===== config.mk =====
export PLATFORM = sky130hd
export DESIGN_NAME = ddr3_cal_dev
export DESIGN_NICKNAME = d
export VERILOG_FILES = /design/src/core/ddr3_cal_pkg.sv /design/src/core/ddr3_cal_dev.sv
export SDC_FILE = /design/constraint.sdc
export NUM_CORES = 1
export LEC_CHECK = 0
export ABC_CLOCK_PERIOD_IN_PS = 30600
export BUFFER_PORTS_ARGS = -buffer_cell sky130_fd_sc_hd__buf_4
export CORE_MARGIN = 2
export CORE_UTILIZATION = 35
export DETAILED_ROUTE_END_ITERATION = 8
export PLACE_DENSITY = 0.55
export SLEW_MARGIN = 20
export SYNTH_ARGS = -nofsm -noshare
export SYNTH_HDL_FRONTEND = slang
export SYNTH_SLANG_ARGS = --single-unit

===== constraint.sdc =====
create_clock -name ref_clk_i -period 30.6 [get_ports ref_clk_i]
set_input_delay 1.53 -clock ref_clk_i [delete_from_list [all_inputs] [get_ports ref_clk_i]]
set_output_delay 1.53 -clock ref_clk_i [all_outputs]
set_load 0.01 [all_outputs]

===== src/core/ddr3_cal_pkg.sv =====
// Shared constants and types for the calibration/read/bank command block
package ddr3_cal_pkg;
	// ********************
	// Register map
	// ********************
	localparam logic [11:0] CTRL_OFFS = 12'h000;
	localparam logic [11:0] STAT_OFFS = 12'h004;
	localparam int AL_LSB = 0;
	localparam int CL_LSB = 4;
	localparam int DLL_BIT = 8;
	localparam logic [31:0] CTRL_RST = 32'h0000_0160;
	localparam int ST_CAL_BIT = 0;
	localparam int ST_BL_LSB = 1;
	localparam int ST_BURST_BIT = 3;
	localparam int ST_OPEN_LSB = 8;
	localparam int ST_PRE_LSB = 16;
	// ********************
	// Command pins and fields
	// ********************
	localparam logic [2:0] CMD_MODE = 3'h0;
	localparam logic [2:0] CMD_PRE = 3'h2;
	localparam logic [2:0] CMD_ACT = 3'h3;
	localparam logic [2:0] CMD_RD = 3'h5;
	localparam logic [2:0] CAL_REG_BANK = 3'h3;
	localparam logic [2:0] BURST_REG_BANK = 3'h0;
	localparam int CAL_EN_BIT = 2;
	localparam int AUTOCLOSE_BIT = 10;
	localparam int CHOP_BIT = 12;
	localparam int NIBBLE_BIT = 2;
	localparam logic [1:0] BL_FIXED8 = 2'h0;
	localparam logic [1:0] BL_OTF = 2'h1;
	localparam logic [1:0] BL_FIXED4 = 2'h2;
	localparam logic [1:0] BL_RST = 2'h0;
	// ********************
	// Timing
	// ********************
	localparam int CLK_MHZ = 125;
	localparam int PRE_NS = 15;
	localparam int PRE_CYC = (PRE_NS * CLK_MHZ + 999) / 1000;
	typedef struct packed {
		logic        cs_n;
		logic [2:0]  cmd;
		logic [2:0]  bank;
		logic [14:0] addr;
	} pins_t;
	typedef struct packed {
		logic       valid;
		logic       chop4;
		logic       nibble;
		logic       pattern;
		logic [2:0] col;
	} rd_t;
endpackage


===== src/core/ddr3_cal_dev.sv =====
// Device-side command decoder: calibration pattern reads, bank state, read bursts
// Function
// - Mode-set to calibration register with bit 2 set enables pattern reads.
// - Pattern reads ignore bank lines, autoclose line and unused address bits.
// - Burst starts total read delay, added plus column latency, after read.
// - Pattern data alternates 0,1 on successive beats.
// - Chopped pattern read: column bit 2 picks lower or upper nibble.
// - In pattern mode a read with autoclose acts as a plain read.
// - Mode-set with bit 2 clear returns reads to the memory array.
// - Activate opens the row given by address lines in the selected bank, outside pattern mode only.
// - Precharge closes one or all banks; reuse after the precharge period.
// - Precharge to idle or precharging bank is taken and restarts the period.
// - Chop select low gives four beats, high eight, in on-the-fly mode.
// - Chop select controls burst length only, never a column bit.
// - Length field 00 fixes eight beats; 01 selects on the fly.
// - Length field 10 fixes four-beat chopped bursts.
// - Strobe and data are driven only while the delay-locked loop is locked.
`timescale 1ns/1ps
module ddr3_cal_dev
	import ddr3_cal_pkg::*;
#(
	parameter int BANKS = 8,
	parameter int DEPTH = 32
) (
	input  wire logic        ref_clk_i,
	input  wire logic        nrst_i,
	input  wire logic        psel_i,
	input  wire logic        penable_i,
	input  wire logic        pwrite_i,
	input  wire logic [11:0] paddr_i,
	input  wire logic [31:0] pwdata_i,
	output logic [31:0]      prdata_o,
	output logic             pready_o,
	output logic             pslverr_o,
	input  wire logic        link_clk_i,
	input  wire pins_t       pins_i,
	output logic [15:0]      dq_o,
	output logic             dq_oe_o,
	output logic             dqs_o,
	output logic             dqs_oe_o
);
	// ********************
	// Reset and pin synchronisers
	// ********************
	logic       rst_s1_q, rst_n;
	logic [2:0] ck_s_q;
	logic       ck_st_q;
	pins_t      pin_s1_q, pin_s2_q, pin_s3_q;

	// Reset release through two flops
	always_ff @(posedge ref_clk_i or negedge nrst_i) begin
		if (!nrst_i) begin
			rst_s1_q <= 1'b0;
			rst_n <= 1'b0;
		end else begin
			rst_s1_q <= 1'b1;
			rst_n <= rst_s1_q;
		end
	end

	// Three-stage capture of the link clock and command pins
	always_ff @(posedge ref_clk_i or negedge rst_n) begin
		if (!rst_n) begin
			ck_s_q <= 3'h0;
			ck_st_q <= 1'b0;
			pin_s1_q <= '1;
			pin_s2_q <= '1;
			pin_s3_q <= '1;
		end else begin
			ck_s_q <= {ck_s_q[1:0], link_clk_i};
			if (ck_s_q[1] == ck_s_q[2]) begin
				ck_st_q <= ck_s_q[2];
			end
			pin_s1_q <= pins_i;
			pin_s2_q <= pin_s1_q;
			pin_s3_q <= pin_s2_q;
		end
	end

	// Edge detection once second and third stages agree
	wire rise_w = ck_s_q[1] & ck_s_q[2] & ~ck_st_q;
	wire fall_w = ~ck_s_q[1] & ~ck_s_q[2] & ck_st_q;
	wire edge_w = rise_w | fall_w;

	// ********************
	// APB register slave
	// ********************
	logic [31:0] ctrl_q;
	logic        cal_q;
	logic [1:0]  bl_q;
	logic [BANKS-1:0] open_q;
	wire  [BANKS-1:0] pre_busy_w;
	logic        act_q;

	// Address decode, control fields and status word
	wire ctrl_hit_w = paddr_i == CTRL_OFFS;
	wire stat_hit_w = paddr_i == STAT_OFFS;
	wire setup_w = psel_i & ~penable_i;
	wire wr_w = psel_i & penable_i & pwrite_i & pready_o & ctrl_hit_w;
	wire [3:0] al_w = ctrl_q[AL_LSB +: 4];
	wire [3:0] cl_w = ctrl_q[CL_LSB +: 4];
	wire dll_w = ctrl_q[DLL_BIT];
	wire [31:0] stat_w = {8'h00, 8'(pre_busy_w), 8'(open_q), 4'h0, act_q, bl_q, cal_q};
	wire [31:0] rdsel_w = ctrl_hit_w ? ctrl_q : (stat_hit_w ? stat_w : 32'h0000_0000);

	// Answer in the cycle after setup; unmapped addresses get an error
	always_ff @(posedge ref_clk_i or negedge rst_n) begin
		if (!rst_n) begin
			pready_o <= 1'b0;
			pslverr_o <= 1'b0;
			prdata_o <= 32'h0000_0000;
			ctrl_q <= CTRL_RST;
		end else begin
			pready_o <= setup_w;
			pslverr_o <= setup_w & ~ctrl_hit_w & ~stat_hit_w;
			prdata_o <= setup_w ? rdsel_w : 32'h0000_0000;
			if (wr_w) begin
				ctrl_q <= pwdata_i;
			end
		end
	end

	// ********************
	// Command decode
	// ********************
	// Command strobes, taken only at a detected rising link edge
	wire pins_t p_w = pin_s3_q;
	wire cmd_w = rise_w & ~p_w.cs_n;
	wire mode_w = cmd_w && p_w.cmd == CMD_MODE;
	wire act_cmd_w = cmd_w && p_w.cmd == CMD_ACT;
	wire pre_w = cmd_w && p_w.cmd == CMD_PRE;
	wire rd_w = cmd_w && p_w.cmd == CMD_RD;
	wire [4:0] rl_w = 5'(al_w) + 5'(cl_w);
	wire [4:0] rl_idx_w = (rl_w == 5'h00) ? 5'h00 : rl_w - 5'h01;
	// Length from the mode field, chop line only read in on-the-fly mode
	wire chop_w = (bl_q == BL_FIXED4) | ((bl_q == BL_OTF) & ~p_w.addr[CHOP_BIT]);
	// Column comes from A2:A0 only; chop line is never a column bit
	wire rd_t new_w = '{valid: 1'b1, chop4: chop_w, nibble: p_w.addr[NIBBLE_BIT],
		pattern: cal_q, col: p_w.addr[2:0]};

	// Mode-set to calibration and burst mode registers
	always_ff @(posedge ref_clk_i or negedge rst_n) begin
		if (!rst_n) begin
			cal_q <= 1'b0;
			bl_q <= BL_RST;
		end else if (mode_w) begin
			if (p_w.bank == CAL_REG_BANK) begin
				cal_q <= p_w.addr[CAL_EN_BIT];
			end
			if (p_w.bank == BURST_REG_BANK) begin
				bl_q <= p_w.addr[1:0];
			end
		end
	end

	// ********************
	// Per-bank row and precharge state
	// ********************
	logic [14:0] row_q [BANKS];
	logic [3:0]  pre_cnt_q [BANKS];

	for (genvar b = 0; b < BANKS; b++) begin : g_bank
		wire sel_w = p_w.bank == 3'(b);
		// Autoclose is ignored in pattern mode
		wire close_w = (pre_w & (p_w.addr[AUTOCLOSE_BIT] | sel_w))
			| (rd_w & ~cal_q & sel_w & p_w.addr[AUTOCLOSE_BIT]);
		assign pre_busy_w[b] = pre_cnt_q[b] != 4'h0;
		always_ff @(posedge ref_clk_i or negedge rst_n) begin
			if (!rst_n) begin
				open_q[b] <= 1'b0;
				row_q[b] <= 15'h0000;
				pre_cnt_q[b] <= 4'h0;
			end else if (close_w) begin
				open_q[b] <= 1'b0;
				pre_cnt_q[b] <= 4'(PRE_CYC);
			end else if (act_cmd_w & sel_w & ~cal_q & ~pre_busy_w[b]) begin
				open_q[b] <= 1'b1;
				row_q[b] <= p_w.addr;
			end else if (pre_busy_w[b]) begin
				pre_cnt_q[b] <= pre_cnt_q[b] - 4'h1;
			end
		end
	end

	// ********************
	// Read latency line and burst output
	// ********************
	// Pending reads ordered by remaining latency, and the burst in flight
	rd_t pend_q [DEPTH];
	rd_t pend_nx_w [DEPTH];
	rd_t cur_q;
	logic [2:0] beat_q;

	// Each link rising edge moves pending reads one step closer
	for (genvar i = 0; i < DEPTH; i++) begin : g_pend
		rd_t next_w;
		if (i == DEPTH - 1) begin : g_top
			assign next_w = '0;
		end else begin : g_mid
			assign next_w = pend_q[i + 1];
		end
		assign pend_nx_w[i] = (rd_w && rl_idx_w == 5'(i)) ? new_w : next_w;
		always_ff @(posedge ref_clk_i or negedge rst_n) begin
			if (!rst_n) begin
				pend_q[i] <= '0;
			end else if (rise_w) begin
				pend_q[i] <= pend_nx_w[i];
			end
		end
	end

	// Burst start, last beat and beat data
	wire start_w = rise_w & pend_q[0].valid;
	wire last_w = act_q && beat_q == (cur_q.chop4 ? 3'h3 : 3'h7);
	// Burst order: nibble select forces bit 2 of the beat index high
	wire [2:0] idx_w = {beat_q[2] | cur_q.nibble, beat_q[1:0]};
	wire [15:0] data_w = cur_q.pattern ? {16{idx_w[0]}} : {13'h0000, idx_w ^ cur_q.col};

	// One beat per detected link edge
	always_ff @(posedge ref_clk_i or negedge rst_n) begin
		if (!rst_n) begin
			act_q <= 1'b0;
			cur_q <= '0;
			beat_q <= 3'h0;
		end else if (edge_w) begin
			if (start_w) begin
				act_q <= 1'b1;
				cur_q <= pend_q[0];
				beat_q <= 3'h0;
			end else if (last_w) begin
				act_q <= 1'b0;
			end else if (act_q) begin
				beat_q <= beat_q + 3'h1;
			end
		end
	end

	// Pin drivers; nothing driven unless the loop is locked
	always_ff @(posedge ref_clk_i or negedge rst_n) begin
		if (!rst_n) begin
			dq_o <= 16'h0000;
			dq_oe_o <= 1'b0;
			dqs_o <= 1'b0;
			dqs_oe_o <= 1'b0;
		end else begin
			dq_o <= act_q ? data_w : 16'h0000;
			dq_oe_o <= act_q & dll_w;
			dqs_o <= act_q & ck_st_q;
			dqs_oe_o <= act_q & dll_w;
		end
	end
endmodule


==> qor.csv <==
metric,value,unit
clock tree buffer depth,3,
share of the synthesized area in the top cell type,49.7,%
# hold bufs at CTS,0,
Synth warnings,0,
port buffer count,114,
Finished Layout Cells,2168,
HPWL Detailed,21700,um
Final Max Slew Viols,0,
"FF+latch count, synth",358,
RSZ-0062 raised after global routing,no,
TritonRoute pass-1 iters,7,
TritonCTS clock tree,yes,
initial antenna violation count,0,
R2R depth,10,
Mapped Area,16100,um^2
crit start category,register,
Post-Route WL,33700,um
count of cell types in the netlist,74,
critical-path maximum fanout,15,
Syn-to-layout area delta,16.1,%
Post-Synthesis Net Count,1565,
global route overflow,0,
number of cells after detailed placement,2095,
Critical Path RT,30990,ps
minimum clock period,3970,ps
PD cells,75.0,nW/um^2
Die ar.,47600,um^2
first-pass GRT wire length,57300,um
Least-Margin Pin Slew,1060,ps
area of the multi-input gates,6490,um^2
fmax,252,MHz
Avg Inst Size Synth,10.9,um^2
Post-synth EDFFs,0,
Avg WL per Cell,15.5,um
Setup Skew,26.6,ps
clk sink count,358,
setup ws final,26630,ps
Area contributors post-synth,"dfrtp_1 50%, mux2i_1 8.5%, dfstp_2 6.4%, o21ai_0 4.6%, nand2_1 4.4%",
Core Region,45300,um^2
FF+latch area,9010,um^2
Worst setup EP type,register,
htree depth,2,
die height,218,um
"area leader, netlist",dfrtp_1,
Worst Path Arrival,4350,ps
die width,218,um
Setup TNS,0,ps
Main synth FF type,dfrtp_1,
Leak Pwr,0.00843,uW
ANT nets after route,0,
GRT Total Usage,14.6,%
Final Core Density,41.2,%
cts repair resizes,0,
relative slew slack,29.4,%
peak supply drop,0.0383,mV
"Net count, final",1629,
Starting Density,35.5,%
I/O pin count,125,
Async SR Flop Fraction,100,%
via count of the first global-routing pass,10900,
Remaining DRCs,0,
Hold Slack,324,ps
CTS Buf Count,40,
Post-Synthesis Cells,1473,
layout filler cell count,4377,
post-DR vias/cell,4.98,
DR vias,10800,
layout cell share with drive strength beyond 1,19.8,%
Crit Path Category,reg -> reg,
Max Cap Violations,0,
ANT cells,0,
status,"complete, no violations",
Post-CTS Setup Inserts,0,
CTS root buf,clkbuf_16,
Placer Congestion,0.850,
Iteration-0 DRC Markers,814,
dpl ws,26590,ps
clk slew on worst S/H paths,60,ps
largest net degree at the start of global routing,173,
std cell rows,78,
Hold WC Path Type,reg -> async,
Final Hold Vio Count,0,
# setup viols final,0,
"Seq/Total Area, Yosys",56.1,%
worst skew pair latency,570,ps
final period utilization,13.0,%
Yosys cell counts (all sizes together), types with 9 or more instances:
library cell and n:
a211oi 10, and3 11, o211ai 22, buf 36
mux2 40, nor3 26, nor2 108, xnor2 15
and2 20, nand2b 12, dfrtp 319, inv 25
dfstp 39, ha 19, nand3 24, nand3b 9
clkbuf 67, a31oi 13, or3 12, mux2i 137
a22oi 17, o21ai 156, nor3b 12, nand2 188
a21oi 62
area by class of cell:
| type | instances | share of cell area, % |
|---|---|---|
| multi-input cells | 987 | 34.8 |
| flip-flops and latches | 358 | 48.3 |
| inverters | 25 | 0.503 |
| clock buffers | 62 | 6.30 |
| well taps | 600 | 4.03 |
| repair buffers | 125 | 5.14 |
| clock inverters | 11 | 0.873 |
layout by cell type, fill, tap and decap left out, types with 19 or more instances in the layout:
cell type  count
dfrtp_1      318
nand2_1      188
o21ai_0      147
mux2i_1      137
buf_4        122
nor2_1       108
a21oi_1       55
mux2_2        40
clkbuf_16     40
dfstp_2       39
inv_1         25
nand3_1       23
and2_1        20
ha_1          19
metal layers:
layer / vias up / part of all wire, % / GRT usage [%]
li1: 5253 / - / -
met1: 5306 / 49 / 21.0
met2: 195 / 44 / 22.4
met3: 51 / 4.3 / 2.41
met4: 0 / 2.0 / 4.44
met5: - / 0 / 0
worst paths after layout:
path	slack, ps	startpoint	endpoint
max	26630	ctrl_q[0]	g_pend[13].next_w[4]
min	320	rst_n	g_pend[15].next_w[0]
max reg2reg	26630	ctrl_q[0]	g_pend[13].next_w[4]
min reg2reg	320	rst_n	g_pend[15].next_w[0]
max in group asynchronous	28300	rst_n	ctrl_q[9]
min in group ref_clk_i	350	rst_s1_q	rst_n
cells by family after synthesis:
family                     Yosys count  synth area share [%]
adders and majority gates           21                  1.67
buffers and inverters              128                  3.59
muxes                              177                  11.3
DFF                                358                  56.1
other                                1                0.0234
xor gates and xnor gates            18                  1.18
and+or+nand+nor                    447                  13.2
AOI/OAI and AO/OA                  323                  12.9
report_power, final:
part	total (uW)	internal, uW	switching (uW)
logic	253	125	127
clock network	485	285	200
registers	660	591	69.8
total	1400	1000	397
flip-flops by register name, summed over array words and instances, names as in the netlist, 4 cells and up:
| name | cells |
|---|---|
| p_w | 9 |
| open_q | 8 |
| g_pend.next_w | 186 |
| pin_s2_q | 12 |
| ctrl_q | 32 |
| cur_q | 5 |
| pend_q | 6 |
| pin_s1_q | 12 |
| dq_o | 4 |
| pre_cnt_q | 32 |
| prdata_o | 32 |
per-stage QoR:
step / power, uW / instance area (um^2)
after global routing: 1500 / 18600
after floorplan: 858 / 16100
final: 1400 / 18600
after CTS: 1420 / 18600
after detailed placement: 925 / 17300
after global placement: 911 / 17300
critical path, cell delays in order (launching register included):
cell       delay (ps)
dfrtp_1           390
ha_1              250
fa_1              540
inv_1              90
ha_1              500
nand2b_1          170
a2111oi_4         580
o311ai_1          400
a21oi_2           510
mux2i_1           250
o21ai_0            90
Power figures use the tool's default switching activity.
